**config.mk**
```make
export PLATFORM = sky130hd
export DESIGN_NAME = bps_core
export DESIGN_NICKNAME = d
export VERILOG_FILES = /design/src/rtl/bps_core.v /design/src/rtl/bps_prbs.v
export VERILOG_INCLUDE_DIRS = /design/src /design/src/rtl
export SDC_FILE = /design/constraint.sdc
export NUM_CORES = 1
export LEC_CHECK = 0
export ABC_AREA = 1
export ABC_CLOCK_PERIOD_IN_PS = 2300
export BUFFER_PORTS_ARGS = -buffer_cell sky130_fd_sc_hd__buf_4
export CAP_MARGIN = 20
export CORE_MARGIN = 2
export CORE_UTILIZATION = 60
export CTS_CLUSTER_SIZE = 25
export DETAILED_ROUTE_END_ITERATION = 7
export GPL_ROUTABILITY_DRIVEN = 0
export PLACE_DENSITY_LB_ADDON = 0.1
export SETUP_SLACK_MARGIN = 0.3
export SLEW_MARGIN = 20
export SYNTH_ARGS = -nofsm -noshare
export SYNTH_HDL_FRONTEND = slang
export SYNTH_SLANG_ARGS = --single-unit
```
**constraint.sdc**
```tcl
create_clock -name i_clk_sys -period 2.3 [get_ports i_clk_sys]
set_input_delay 0.575 -clock i_clk_sys [delete_from_list [all_inputs] [get_ports i_clk_sys]]
set_output_delay 0.575 -clock i_clk_sys [all_outputs]
set_load 0.05 [all_outputs]
```
**src/rtl/bps_defs.vh**
```
`ifndef BPS_DEFS_VH
`define BPS_DEFS_VH

// ----------------------------------------------------------------
// Pattern selection codes
// ----------------------------------------------------------------
`define BPS_PAT_2047 2'b00
`define BPS_PAT_511 2'b01
`define BPS_PAT_63 2'b10
`define BPS_PAT_HIGH 2'b11

// ----------------------------------------------------------------
// Feedback tap positions, newest bit at index 0
// ----------------------------------------------------------------
`define BPS_TAP63_A 5
`define BPS_TAP63_B 4
`define BPS_TAP511_A 8
`define BPS_TAP511_B 4
`define BPS_TAP2047_A 10
`define BPS_TAP2047_B 8
`define BPS_SEED 11'h7ff

// ----------------------------------------------------------------
// Data bit count select codes
// ----------------------------------------------------------------
`define BPS_SEL_5BITS 4'h5
`define BPS_SEL_6BITS 4'h6
`define BPS_SEL_7BITS 4'h7
`define BPS_SEL_8BITS 4'h8

// ----------------------------------------------------------------
// Register offsets
// ----------------------------------------------------------------
`define BPS_REG_CTRL 4'h0
`define BPS_REG_BITS 4'h1
`define BPS_REG_CMD 4'h2
`define BPS_REG_STATUS 4'h3
`define BPS_REG_TXWORD 4'h4
`define BPS_REG_RXWORD 4'h5
`define BPS_REG_ERRCNT 4'h6
`define BPS_REG_EVENT 4'h7

// ----------------------------------------------------------------
// Field positions
// ----------------------------------------------------------------
`define BPS_CTRL_PAT_LO 0
`define BPS_CTRL_PAT_HI 1
`define BPS_CTRL_FIXED 2
`define BPS_CTRL_ERRGEN 3
`define BPS_CTRL_FRAMED 4
`define BPS_CTRL_LOOP 5
`define BPS_CMD_CLR_SYNC 0
`define BPS_CMD_CLR_EVENT 1
`define BPS_CMD_CLR_COUNT 2
`define BPS_ST_SYNC 0
`define BPS_ST_LOCKED 1
`define BPS_ST_DROPOUT 2
`define BPS_ST_LOCK_LOSS 3

// ----------------------------------------------------------------
// Reset values
// ----------------------------------------------------------------
`define BPS_CTRL_RST 8'h00
`define BPS_BITS_RST 4'h8
`define BPS_TXWORD_RST 8'h00

// ----------------------------------------------------------------
// Receiver thresholds and transmit error-injection count, in line bits or errors
// ----------------------------------------------------------------
`define BPS_SYNC_MATCH 5'd16
`define BPS_LOCK_ERR_MAX 3'd4
`define BPS_DROPOUT_BITS 5'd24
`define BPS_ERRGEN_LAST 4'hf

// ----------------------------------------------------------------
// Timing
// ----------------------------------------------------------------
`define BPS_CLK_MHZ 100
`define BPS_LOAD_PULSE_NS 1300
`define BPS_LOAD_PULSE_CYC ((`BPS_LOAD_PULSE_NS * `BPS_CLK_MHZ + 999) / 1000)
`define BPS_LOAD_RATE_HZ 100
`define BPS_LOAD_PERIOD_CYC (`BPS_CLK_MHZ * 1000000 / `BPS_LOAD_RATE_HZ)

`endif

```
**src/rtl/bps_core.v**
```verilog
`timescale 1ns/1ps
`include "bps_defs.vh"

module bps_core #(
	parameter [19:0] LOAD_PERIOD_CYC = `BPS_LOAD_PERIOD_CYC
) (
	input wire i_clk_sys,
	input wire i_reset_n,
	input wire [3:0] i_addr,
	input wire [7:0] i_wr_data,
	input wire i_wr_en,
	input wire i_rd_en,
	output reg [7:0] o_rd_data,
	input wire i_tx_data_clk,
	input wire i_rx_data_clk,
	input wire i_rx_data,
	output reg o_tx_data,
	output reg o_tx_load_strobe,
	output wire o_tx_parallel_bit,
	output reg o_cpu_test_input_lock,
	output reg o_cpu_counter_input_errors,
	output reg o_dropout
);

	localparam [1:0] TX_START = 2'd0;
	localparam [1:0] TX_DATA = 2'd1;
	localparam [1:0] TX_STOP = 2'd2;
	localparam [1:0] RX_IDLE = 2'd0;
	localparam [1:0] RX_DATA = 2'd1;
	localparam [1:0] RX_STOP = 2'd2;
	localparam [19:0] LOAD_PULSE_CYC = `BPS_LOAD_PULSE_CYC;

	// ----------------------------------------------------------------
	// Pin synchronisers and clock edge detection
	// ----------------------------------------------------------------
	reg [2:0] txc_q;
	reg [2:0] rxc_q;
	reg [1:0] rxd_q;
	wire tx_edge;
	wire rx_clk_edge;

	always @(posedge i_clk_sys or negedge i_reset_n) begin
		if (!i_reset_n) begin
			txc_q <= 3'h0;
			rxc_q <= 3'h0;
			rxd_q <= 2'h0;
		end else begin
			txc_q <= {txc_q[1:0], i_tx_data_clk};
			rxc_q <= {rxc_q[1:0], i_rx_data_clk};
			rxd_q <= {rxd_q[0], i_rx_data};
		end
	end

	assign tx_edge = txc_q[1] & ~txc_q[2];
	assign rx_clk_edge = rxc_q[1] & ~rxc_q[2];

	// ----------------------------------------------------------------
	// Software registers
	// ----------------------------------------------------------------
	reg [7:0] ctrl_q;
	reg [3:0] bits_sel_q;
	reg [7:0] tx_word_q;
	reg [1:0] pat_prev_q;
	wire [1:0] pat_sel;
	wire fixed_mode;
	wire framed;
	wire loopback;
	wire cmd_wr;
	wire clr_sync;
	wire clr_event;
	wire clr_count;
	wire pat_change;

	assign pat_sel = ctrl_q[`BPS_CTRL_PAT_HI:`BPS_CTRL_PAT_LO];
	assign fixed_mode = ctrl_q[`BPS_CTRL_FIXED];
	assign framed = ctrl_q[`BPS_CTRL_FRAMED];
	assign loopback = ctrl_q[`BPS_CTRL_LOOP];
	assign cmd_wr = i_wr_en && (i_addr == `BPS_REG_CMD);
	assign pat_change = (pat_sel != pat_prev_q);
	assign clr_sync = (cmd_wr && i_wr_data[`BPS_CMD_CLR_SYNC]) || pat_change;
	assign clr_event = cmd_wr && i_wr_data[`BPS_CMD_CLR_EVENT];
	assign clr_count = cmd_wr && i_wr_data[`BPS_CMD_CLR_COUNT];

	always @(posedge i_clk_sys or negedge i_reset_n) begin
		if (!i_reset_n) begin
			ctrl_q <= `BPS_CTRL_RST;
			bits_sel_q <= `BPS_BITS_RST;
			tx_word_q <= `BPS_TXWORD_RST;
			pat_prev_q <= `BPS_PAT_2047;
		end else begin
			pat_prev_q <= pat_sel;
			if (i_wr_en && i_addr == `BPS_REG_CTRL) begin
				ctrl_q <= i_wr_data;
			end
			if (i_wr_en && i_addr == `BPS_REG_BITS) begin
				bits_sel_q <= i_wr_data[3:0];
			end
			if (i_wr_en && i_addr == `BPS_REG_TXWORD) begin
				tx_word_q <= i_wr_data;
			end
		end
	end

	// Codes outside the table fall back to eight bits so a bad code never stalls framing.
	reg [2:0] nbits_last;
	always @* begin
		case (bits_sel_q)
			`BPS_SEL_5BITS: nbits_last = 3'd4;
			`BPS_SEL_6BITS: nbits_last = 3'd5;
			`BPS_SEL_7BITS: nbits_last = 3'd6;
			`BPS_SEL_8BITS: nbits_last = 3'd7;
			default: nbits_last = 3'd7;
		endcase
	end

	// ----------------------------------------------------------------
	// Fixed-word parallel load strobe
	// ----------------------------------------------------------------
	reg [19:0] load_cnt_q;
	always @(posedge i_clk_sys or negedge i_reset_n) begin
		if (!i_reset_n) begin
			load_cnt_q <= 20'h0;
			o_tx_load_strobe <= 1'b0;
		end else if (!fixed_mode) begin
			load_cnt_q <= 20'h0;
			o_tx_load_strobe <= 1'b0;
		end else begin
			load_cnt_q <= (load_cnt_q == LOAD_PERIOD_CYC - 20'd1) ? 20'h0 : load_cnt_q + 20'd1;
			o_tx_load_strobe <= (load_cnt_q < LOAD_PULSE_CYC);
		end
	end

	// ----------------------------------------------------------------
	// Transmitter
	// ----------------------------------------------------------------
	reg [1:0] tx_fr_q;
	reg [2:0] tx_bit_cnt_q;
	reg [3:0] errgen_cnt_q;
	reg [7:0] tx_shift_q;
	wire tx_fb;
	wire tx_data_strobe;
	wire tx_bit;

	assign tx_data_strobe = tx_edge && (!framed || tx_fr_q == TX_DATA);
	assign tx_bit = (fixed_mode ? tx_shift_q[0] : tx_fb) ^
		(ctrl_q[`BPS_CTRL_ERRGEN] && errgen_cnt_q == `BPS_ERRGEN_LAST);
	assign o_tx_parallel_bit = tx_shift_q[0];

	bps_prbs u_tx_prbs (
		.i_clk_sys(i_clk_sys),
		.i_reset_n(i_reset_n),
		.i_step(tx_data_strobe && !fixed_mode),
		.i_load(1'b0),
		.i_load_val(`BPS_SEED),
		.i_pat(pat_sel),
		.o_state_q(),
		.o_fb(tx_fb)
	);

	always @(posedge i_clk_sys or negedge i_reset_n) begin
		if (!i_reset_n) begin
			tx_fr_q <= TX_DATA;
			tx_bit_cnt_q <= 3'd0;
			errgen_cnt_q <= 4'h0;
			tx_shift_q <= 8'hff;
			o_tx_data <= 1'b1;
		end else begin
			if (fixed_mode && load_cnt_q == 20'h0) begin
				tx_shift_q <= tx_word_q;
			end else if (tx_data_strobe && fixed_mode) begin
				tx_shift_q <= {1'b1, tx_shift_q[7:1]};
			end
			if (!ctrl_q[`BPS_CTRL_ERRGEN]) begin
				errgen_cnt_q <= 4'h0;
			end else if (tx_data_strobe) begin
				errgen_cnt_q <= errgen_cnt_q + 4'h1;
			end
			if (!framed) begin
				tx_fr_q <= TX_DATA;
				tx_bit_cnt_q <= 3'd0;
				if (tx_edge) begin
					o_tx_data <= tx_bit;
				end
			end else if (tx_edge) begin
				case (tx_fr_q)
					TX_START: begin
						o_tx_data <= 1'b0;
						tx_fr_q <= TX_DATA;
						tx_bit_cnt_q <= 3'd0;
					end
					TX_DATA: begin
						o_tx_data <= tx_bit;
						tx_bit_cnt_q <= tx_bit_cnt_q + 3'd1;
						if (tx_bit_cnt_q == nbits_last) begin
							tx_fr_q <= TX_STOP;
						end
					end
					TX_STOP: begin
						o_tx_data <= 1'b1;
						tx_fr_q <= TX_START;
					end
					default: tx_fr_q <= TX_START;
				endcase
			end
		end
	end

	// ----------------------------------------------------------------
	// Receiver framing and forward register
	// ----------------------------------------------------------------
	reg [1:0] rx_fr_q;
	reg [2:0] rx_bit_cnt_q;
	reg [10:0] rx_sync_forward_register;
	wire rx_edge;
	wire rx_bit;
	wire rx_strobe;
	reg rx_pred;

	// In loopback the receiver samples on the transmit edge, so it sees the previous bit.
	assign rx_edge = loopback ? tx_edge : rx_clk_edge;
	assign rx_bit = loopback ? o_tx_data : rxd_q[1];
	assign rx_strobe = rx_edge && (!framed || rx_fr_q == RX_DATA);

	always @(posedge i_clk_sys or negedge i_reset_n) begin
		if (!i_reset_n) begin
			rx_fr_q <= RX_IDLE;
			rx_bit_cnt_q <= 3'd0;
			rx_sync_forward_register <= 11'h0;
		end else begin
			if (rx_strobe) begin
				rx_sync_forward_register <= {rx_sync_forward_register[9:0], rx_bit};
			end
			if (!framed) begin
				rx_fr_q <= RX_IDLE;
			end else if (rx_edge) begin
				case (rx_fr_q)
					RX_IDLE: begin
						if (!rx_bit) begin
							rx_fr_q <= RX_DATA;
						end
						rx_bit_cnt_q <= 3'd0;
					end
					RX_DATA: begin
						rx_bit_cnt_q <= rx_bit_cnt_q + 3'd1;
						if (rx_bit_cnt_q == nbits_last) begin
							rx_fr_q <= RX_STOP;
						end
					end
					RX_STOP: rx_fr_q <= RX_IDLE;
					default: rx_fr_q <= RX_IDLE;
				endcase
			end
		end
	end

	// Feed-forward prediction; a constant-high input never matches, so it cannot sync.
	always @* begin
		case (pat_sel)
			`BPS_PAT_511: rx_pred = rx_sync_forward_register[`BPS_TAP511_A] ^
				rx_sync_forward_register[`BPS_TAP511_B];
			`BPS_PAT_2047: rx_pred = rx_sync_forward_register[`BPS_TAP2047_A] ^
				rx_sync_forward_register[`BPS_TAP2047_B];
			default: rx_pred = rx_sync_forward_register[`BPS_TAP63_A] ^
				rx_sync_forward_register[`BPS_TAP63_B];
		endcase
	end

	// ----------------------------------------------------------------
	// Synchronisation, feedback register and error detection
	// ----------------------------------------------------------------
	reg [4:0] match_cnt_q;
	reg locked_q;
	reg sync_latch_q;
	reg [4:0] win_cnt_q;
	reg [2:0] win_err_q;
	reg [4:0] run_cnt_q;
	reg run_bit_q;
	reg [7:0] err_cnt_q;
	reg [7:0] event_q;
	wire rx_fb;
	wire sync_evt;
	wire bit_err;

	assign sync_evt = rx_strobe && !locked_q && !fixed_mode && (rx_bit == rx_pred) &&
		(match_cnt_q == `BPS_SYNC_MATCH - 5'd1);
	assign bit_err = rx_strobe && locked_q && (rx_bit != rx_fb);

	bps_prbs u_rx_feedback_register (
		.i_clk_sys(i_clk_sys),
		.i_reset_n(i_reset_n),
		.i_step(rx_strobe && locked_q),
		.i_load(sync_evt),
		.i_load_val({rx_sync_forward_register[9:0], rx_bit}),
		.i_pat(pat_sel),
		.o_state_q(),
		.o_fb(rx_fb)
	);

	always @(posedge i_clk_sys or negedge i_reset_n) begin
		if (!i_reset_n) begin
			match_cnt_q <= 5'd0;
			locked_q <= 1'b0;
			sync_latch_q <= 1'b0;
			win_cnt_q <= 5'd0;
			win_err_q <= 3'd0;
		end else begin
			// A saturated match run would block the next sync, so a new pattern starts over.
			if (pat_change || fixed_mode) begin
				match_cnt_q <= 5'd0;
			end else if (rx_strobe) begin
				match_cnt_q <= (rx_bit != rx_pred) ? 5'd0 :
					(match_cnt_q == `BPS_SYNC_MATCH) ? match_cnt_q : match_cnt_q + 5'd1;
			end
			// Lock holds across single errors; only a dense burst in the window, a pattern change or fixed mode drops it.
			if (pat_change || fixed_mode) begin
				locked_q <= 1'b0;
			end else if (sync_evt) begin
				locked_q <= 1'b1;
			end else if (bit_err && win_err_q == `BPS_LOCK_ERR_MAX - 3'd1) begin
				locked_q <= 1'b0;
			end
			if (!locked_q || sync_evt) begin
				win_cnt_q <= 5'd0;
				win_err_q <= 3'd0;
			end else if (rx_strobe) begin
				win_cnt_q <= win_cnt_q + 5'd1;
				if (win_cnt_q == 5'h1f) begin
					win_err_q <= 3'd0;
				end else if (bit_err) begin
					win_err_q <= win_err_q + 3'd1;
				end
			end
			if (sync_evt) begin
				sync_latch_q <= 1'b1;
			end else if (clr_sync) begin
				sync_latch_q <= 1'b0;
			end
		end
	end

	always @(posedge i_clk_sys or negedge i_reset_n) begin
		if (!i_reset_n) begin
			run_cnt_q <= 5'd0;
			run_bit_q <= 1'b0;
			o_dropout <= 1'b0;
			o_cpu_test_input_lock <= 1'b1;
			o_cpu_counter_input_errors <= 1'b0;
			err_cnt_q <= 8'h00;
			event_q <= 8'h00;
		end else begin
			if (rx_strobe) begin
				run_bit_q <= rx_bit;
				if (rx_bit != run_bit_q) begin
					run_cnt_q <= 5'd0;
				end else if (run_cnt_q != `BPS_DROPOUT_BITS) begin
					run_cnt_q <= run_cnt_q + 5'd1;
				end
			end
			o_dropout <= (run_cnt_q == `BPS_DROPOUT_BITS);
			o_cpu_test_input_lock <= !locked_q;
			o_cpu_counter_input_errors <= bit_err;
			if (bit_err) begin
				err_cnt_q <= (err_cnt_q == 8'hff) ? err_cnt_q : err_cnt_q + 8'h01;
			end else if (clr_count) begin
				err_cnt_q <= 8'h00;
			end
			if (bit_err) begin
				event_q <= {event_q[6:0], 1'b1};
			end else if (clr_event) begin
				event_q <= 8'h00;
			end
		end
	end

	// ----------------------------------------------------------------
	// Register read port
	// ----------------------------------------------------------------
	wire [7:0] rx_word;
	wire [7:0] status;
	genvar gi;

	// The first bit sent lands deepest, so the word is reversed to read back as written.
	generate
		for (gi = 0; gi < 8; gi = gi + 1) begin : g_rx_word
			assign rx_word[gi] = rx_sync_forward_register[7 - gi];
		end
	endgenerate

	assign status = {4'h0, !locked_q, o_dropout, locked_q, sync_latch_q};

	always @(posedge i_clk_sys or negedge i_reset_n) begin
		if (!i_reset_n) begin
			o_rd_data <= 8'h00;
		end else if (!i_rd_en) begin
			o_rd_data <= 8'h00;
		end else begin
			case (i_addr)
				`BPS_REG_CTRL: o_rd_data <= ctrl_q;
				`BPS_REG_BITS: o_rd_data <= {4'h0, bits_sel_q};
				`BPS_REG_STATUS: o_rd_data <= status;
				`BPS_REG_TXWORD: o_rd_data <= tx_word_q;
				`BPS_REG_RXWORD: o_rd_data <= rx_word;
				`BPS_REG_ERRCNT: o_rd_data <= err_cnt_q;
				`BPS_REG_EVENT: o_rd_data <= event_q;
				default: o_rd_data <= 8'h00;
			endcase
		end
	end

endmodule

```
**src/rtl/bps_prbs.v**
```verilog
`timescale 1ns/1ps
`include "bps_defs.vh"

module bps_prbs (
	input wire i_clk_sys,
	input wire i_reset_n,
	input wire i_step,
	input wire i_load,
	input wire [10:0] i_load_val,
	input wire [1:0] i_pat,
	output reg [10:0] o_state_q,
	output reg o_fb
);

	// Feedback picks the stage pair of the selected length; the high pattern is a constant one.
	always @* begin
		case (i_pat)
			`BPS_PAT_63: o_fb = o_state_q[`BPS_TAP63_A] ^ o_state_q[`BPS_TAP63_B];
			`BPS_PAT_511: o_fb = o_state_q[`BPS_TAP511_A] ^ o_state_q[`BPS_TAP511_B];
			`BPS_PAT_2047: o_fb = o_state_q[`BPS_TAP2047_A] ^ o_state_q[`BPS_TAP2047_B];
			default: o_fb = 1'b1;
		endcase
	end

	always @(posedge i_clk_sys or negedge i_reset_n) begin
		if (!i_reset_n) begin
			o_state_q <= `BPS_SEED;
		end else if (i_load) begin
			o_state_q <= i_load_val;
		end else if (i_step) begin
			o_state_q <= {o_state_q[9:0], o_fb};
		end
	end

endmodule

```
Word level (Yosys, flattened, before mapping)
Index checks and enable logic that the tools add are counted.
{"block": "word_totals", "regBits": 155, "inputBits": 19, "output_inout_bits": 14, "wordCells": 207}
{"block": "classes", "n_addsub": 9, "n_lt_le_gt_ge": 1, "n_eq_ne": 41, "muxes": 57, "bitwise": 14, "n_reduce_logical": 53}
{"op": "two-way mux 8 bit", "n": 8}
{"op": "one-hot mux 8 bit (7 select lines)", "n": 1}
{"op": "two-way mux 20 bit", "n": 2}
{"op": "two-way mux 5 bit", "n": 8}
{"op": "equality test 4 x 3 -> 1 bit, second input constant", "n": 7}
{"op": "two-way mux 11 bit", "n": 2}
{"op": "adder 20 x 1 -> 20 bit, second input constant", "n": 1}
{"op": "equality test 20 bit, second input constant", "n": 1}
{"op": "logical AND 1 bit", "n": 20}
{"op": "zero test 20 bit", "n": 1}
{"op": "< comparator 20 x 8 -> 1 bit, second input constant", "n": 1}
{"op": "two-way mux 3 bit", "n": 6}
{"op": "nonzero test 2 bit", "n": 9}
{"op": "adder 5 x 1 -> 5 bit, second input constant", "n": 3}
{"op": "equality test 5 bit, second input constant", "n": 3}
{"op": "two-way mux 2 bit", "n": 7}
{"op": "AND reduction 2 bit", "n": 7}
{"op": "two-way mux 1 bit", "n": 12}
{"op": "one-hot mux 3 bit (2 select lines)", "n": 2}
{"op": "bitwise XOR 1 bit", "n": 10}
{"op": "adder 3 x 1 -> 3 bit, second input constant", "n": 3}
{"op": "one-hot mux 1 bit (3 select lines)", "n": 3}
{"op": "adder 8 x 1 -> 8 bit, second input constant", "n": 1}
{"op": "equality test 4 x 2 -> 1 bit, second input constant", "n": 2}
{"op": "other kinds (31)", "n": 55}

Longest topological paths before layout
{"block": "depth", "word_depth": 11, "depth_mapped": 13}

Hierarchy
Synthesis repeated with hierarchy kept, for this count alone.
{"block": "hier_totals", "cells_unflattened": 919, "hier_area_um2": 7677.4}
{"module": "bps_core", "n_inst": 1, "cells_each": 773, "area_per_inst_um2": 6551.3}
{"module": "bps_prbs", "n_inst": 2, "cells_each": 73, "area_per_inst_um2": 563.0}

Least setup slack after synthesis
Ideal clock, no wire load.
{"block": "synth_path", "path_type": "reg2reg", "start": "reg o_tx_data", "end": "reg match_cnt_q[0]", "arrival_time_ns": 1.628, "t_required_ns": 2.179, "setup_slack_ns": 0.551, "stages_incl_launch_ff": 9, "path_buffers": 0, "synth_period_minus_slack_ns": 1.749, "cell_sequence": "dfstp_2 > o21a_1 > inv_1 > nand3_1 > nand2_2 > o21ai_2 > nand2_2 > nand2_1 > o21ai_1"}
{"block": "synth_between", "elab_chain_len": 5, "elab_cells_between_ends": 7, "classes_between": "2 x eq/ne; 4 x mux; 1 x reduce/logical"}
{"element": "from (decl)", "line_no": "bps_core.v:17", "source": "output reg o_tx_data,"}
{"element": "from (signal assigned)", "line_no": "bps_core.v:182", "source": "o_tx_data <= tx_bit;"}
{"element": "from (signal assigned)", "line_no": "bps_core.v:192", "source": "o_tx_data <= tx_bit;"}
{"element": "two-way mux 1 bit *", "line_no": "bps_core.v:221", "source": "assign rx_bit = loopback ? o_tx_data : rxd_q[1];"}
{"element": "!= test 1 bit *", "line_no": "bps_core.v:311", "source": "match_cnt_q <= (rx_bit != rx_pred) ? 5'd0 :"}
{"element": "two-way mux 5 bit", "line_no": "bps_core.v:311"}
{"element": "two-way mux 5 bit", "line_no": "bps_core.v:310", "source": "end else if (rx_strobe) begin"}
{"element": "two-way mux 5 bit", "line_no": "bps_core.v:308", "source": "if (pat_change || fixed_mode) begin"}
{"element": "to (signal assigned)", "line_no": "bps_core.v:311"}
{"element": "to (decl)", "line_no": "bps_core.v:271", "source": "reg [4:0] match_cnt_q;"}
Every way passes the cells marked *; elsewhere a longest branch is shown, timed or not. The select of a mux whose other input is x is not followed.
A chain may end at the register's enable or synchronous reset.

Final worst setup path
{"block": "layout_path", "start": "reg ctrl_q[1]", "end": "reg err_cnt_q[5]"}
{"block": "layout_between", "elab_chain_len": 6, "elab_cells_between_ends": 10, "classes_between": "4 x eq/ne; 2 x mux; 4 x reduce/logical"}
{"element": "from (decl)", "line_no": "bps_core.v:60", "source": "reg [7:0] ctrl_q;"}
{"element": "from (signal assigned)", "line_no": "bps_core.v:86", "source": "ctrl_q <= `BPS_CTRL_RST;"}
{"element": "from (signal assigned)", "line_no": "bps_core.v:93", "source": "ctrl_q <= i_wr_data;"}
{"element": "equality test 2 x 1 -> 1 bit, or another cell as far along", "line_no": "bps_prbs.v:17", "source": "case (i_pat)"}
{"element": "one-hot mux 1 bit (3 select lines) *", "line_no": "bps_prbs.v:17"}
{"element": "!= test 1 bit *", "line_no": "bps_core.v:286", "source": "assign bit_err = rx_strobe && locked_q && (rx_bit != rx_fb);"}
{"element": "logical AND 1 bit *", "line_no": "bps_core.v:286"}
{"element": "!= test 2 bit (no line) or nonzero test 2 bit (tied branches)"}
{"element": "AND reduction 2 bit (no line)"}
{"element": "to (signal assigned)", "line_no": "bps_core.v:363", "source": "err_cnt_q <= (err_cnt_q == 8'hff) ? err_cnt_q : err_cnt_q + 8'h01;"}
{"element": "to (decl)", "line_no": "bps_core.v:278", "source": "reg [7:0] err_cnt_q;"}
Every way passes the cells marked *; elsewhere a longest branch is shown, timed or not.

==> summary.txt <==
Critical path
  – Worst reg-to-reg path cell count: 9
  – Reg2reg start: ctrl_q[1]$_DFFE_PN0P_
  – Worst EP required: around 2.6 ns
  – Worst Setup SP: ctrl_q[1]$_DFFE_PN0P_
  – Worst flop-to-flop path endpoint: err_cnt_q[5]$_DFFE_PN0P_
  – CP Class: flop to flop
  – CP Data Arrival Time: ~2.2 ns
  – Reg-to-reg slack, setup: roughly 0.40 ns
  – Startpoint types: flop
  – Critical path fanouts, max: 10
  – Crit. End Element: flop
  – Crit path capture: err_cnt_q[5]$_DFFE_PN0P_

Synth
  – Yosys cell types: 50
  – Cell count after synthesis: between 800 and 900
  – Mapped Area: 7580 um^2
  – Top post-synthesis cells by count: 207 x nand2_1, 121 x inv_1, 120 x dfrtp_1, 66 x nor2_1, 62 x o21ai_0
  – Async SR Flop Fraction: 100%
  – Ys Warns: 0
  – Post-synth top area cell: dfrtp_1
  – Top cell type's share of synthesized area: about 40%
  – Top cells by area, synth: dfrtp_1 40%, dfstp_2 12%, nand2_1 10%
  – FF+latch count, synth: about 150
  – Post-Syn Nets: 920
  – Seq/Total Area, Yosys: 51.4%
  – Main synth FF type: dfrtp_1
  – EDFF count, synth: 0
  – Avg Synthesized Cell Area: 8.59 um^2
  – Count leader, synth: nand2_1

STA
  – Final WS setup: roughly 0.40 ns
  – Setup TNS: 0 ns
  – RSZ-0062 raised after global routing: yes
  – Setup violations, final: 0
  – Hold Vio Cnt, Final: 0
  – Tcrit/Tclk final: 82.5%
  – Hold_ws: a little over 0.08 ns
  – Final min period: 1.90 ns
  – Clock Skews: about 0.0090 ns
  – Max Slew Vio Count: 0
  – Fmax: 527 MHz
  – Slew margin rel.: 61.7%
  – Slew @ Worst Pin: 0.561 ns

Clock tree
  – Sink count of the clock tree: approximately 150
  – TritonCTS clock tree: built
  – TritonCTS buffer count: 17
  – Clk slew on worst S/H paths: about 0.06 ns
  – Max Root-Sink Buffers: 2
  – Clock Latency Late Sink: ~0.43 ns
  – Cts hold-fix bufs: 0
  – Max H-tree Level: 4
  – CTS Root Cell: clkbuf_16

Drt
  – Vias per inst: 5.57
  – Iter 0 DRT Violations: between 500 and 600
  – Total wire length: roughly 18,000 um
  – Post-DRT Antenna Nets: 0
  – Max layer used: met4
  – Via count: 6,287
  – First drt pass iteration count: 6
  – Routed wire length on met2: ~8700 um
  – Detail Route met3 WL: slightly below 1000 um
  – Met1 Wirelength: between 7000 and 8000 um
  – Drt wl/cell: 15.8 um
  – DR DRC count: 0

Power
  – Clk pwr share: 30.9%
  – Pwr Density: roughly 960 nW/um^2
  – Switching Share: between 30% and 40%
  – VDD IR max: around 600 uV
  – P_int: 5600 uW
  – Comb pwr share: 24.0%
  – Switching power: ~2800 uW
  – Flop pwr share: between 40% and 50%
  – P_leak: between 0.004 and 0.005 uW

Final layout
  – Antenna fix cells: 0
  – Fin util: a little over two thirds
  – Share of post-route cells with drive strength above 1: 18.2%
  – Area grow syn2layout: 16.1%
  – Nets: between 900 and 1,000

Place
  – HPWL Detailed: roughly 13,000 um
  – I/O Buffers: 32
  – Pre-CTS WS: around 0.21 ns

Floorplan
  – Starting Density: between 60% and 70%
  – Core area: roughly 12,000 um^2
  – Row count: slightly above 40
  – Die area: 13,500 um^2
  – Die H: around 120 um
  – Die extent in x: approximately 120 um
  – I/O pin total: 33

Min path
  – Hold/Removal Path Class: primary input to asynchronous set/reset pin

Global routing
  – GRT Util Overall: between 20 and 30%
  – Antenna violations before repair: 0
  – Vias in the first global route: between 5,000 and 6,000
  – Largest net degree at the start of global routing: between 50 and 60
  – Grt total ovfl: 0
  – First-pass GRT wire length: ~29,000 um

Status
  – Status: finished clean

Run
  – Maxcap violations: 0
-- cells by family after synthesis --
group / synth area share (%)
AND/OR/NAND/NOR: 22.7
AO/OA/AOI/OAI: 12.1
flip-flops: 51.4
buffers and inverters: 7.43
XOR/XNOR: 2.89
adder cells (fa/ha/maj): 3.14
multiplexers: 0.297
-- state kept, by name (all words and copies together), names as in the netlist, 4 cells and up --
| name | count |
|---|---|
| load_cnt_q | 20 |
| rx_sync_forward_register | 11 |
| u_rx_feedback_register.o_state_q | 11 |
| u_tx_prbs.o_state_q | 11 |
| ctrl_q | 8 |
| err_cnt_q | 8 |
| event_q | 8 |
| o_rd_data | 8 |
| tx_shift_q | 8 |
| tx_word_q | 8 |
| match_cnt_q | 5 |
| run_cnt_q | 5 |
| win_cnt_q | 5 |
| bits_sel_q | 4 |
| errgen_cnt_q | 4 |
-- through the flow --
step,area [um^2],cells,total power (uW)
finish,8800,1128,8440
global route,8800,1128,8890
CTS,8640,1119,8340
detailed placement,8090,1087,5710
global placement,8090,1087,5610
floorplan,7580,882,5070
-- critical path, cell delays in order (launching register included) --
cell and delay [ns]:
dfrtp_2 0.46, nor2_4 0.20, nand2_2 0.07, o21ai_2 0.06, xor2_1 0.16, nand2_1 0.10, nand3_2 0.12, nand4_2 0.30
nand3_1 0.23, nand2_1 0.08
-- how the worst min path moves through the flow --
stage	startpoint	end
floorplan	i_reset_n	bits_sel_q[0]$_DFFE_PN0P_
global placement	rxd_q[0]$_DFF_PN0_	rxd_q[1]$_DFF_PN0_
detailed placement	rxc_q[0]$_DFF_PN0_	rxc_q[1]$_DFF_PN0_
CTS	i_reset_n	load_cnt_q[14]$_DFF_PN0_
global route	i_reset_n	load_cnt_q[14]$_DFF_PN0_
finish	i_reset_n	load_cnt_q[14]$_DFF_PN0_
-- layer usage --
layer,up-vias,track usage (%)
met4,0,10.7
met2,195,43.4
met3,35,5.71
li1,3006,-
met1,3051,38.5
met5,-,0
-- cell usage in the layout (no fill, tap or decap), types with 18 or more instances in the layout --
| cell type | n |
|---|---|
| nor2_1 | 62 |
| dfstp_2 | 34 |
| ha_1 | 18 |
| o22ai_1 | 18 |
| nand3_1 | 49 |
| dfrtp_1 | 118 |
| a21oi_1 | 30 |
| inv_1 | 117 |
| nand2_1 | 205 |
| buf_4 | 53 |
| o21ai_0 | 61 |
-- cell type report --
class | instances | area, um^2
sequential | 154 | 3900
fill | 989 | 3670
multi-input combinational | 587 | 3200
inverter | 126 | 479
clock buffer | 23 | 468
timing repair buffer | 57 | 460
tap | 172 | 215
clock inverter | 9 | 75.1
-- power groups by stage --
stage / registers [uW] / clock network [uW] / logic [uW]
2_1_floorplan: 3780 / 0 / 1300
3_3_place_gp: 3810 / 0 / 1800
3_5_place_dp: 3810 / 0 / 1900
4_1_cts: 3790 / 2630 / 1920
5_1_grt: 3860 / 2750 / 2280
6_report: 3800 / 2610 / 2020
-- what timing repair did --
item	in CTS	in global routing
hold endpoints to repair	0	0
cloned	0	0
setup endpoints to repair	2	50
gates resized for setup	2	27
buffers inserted	0	9
pin swaps	0	4
Note: power is estimated with default switching activity, not from simulation.
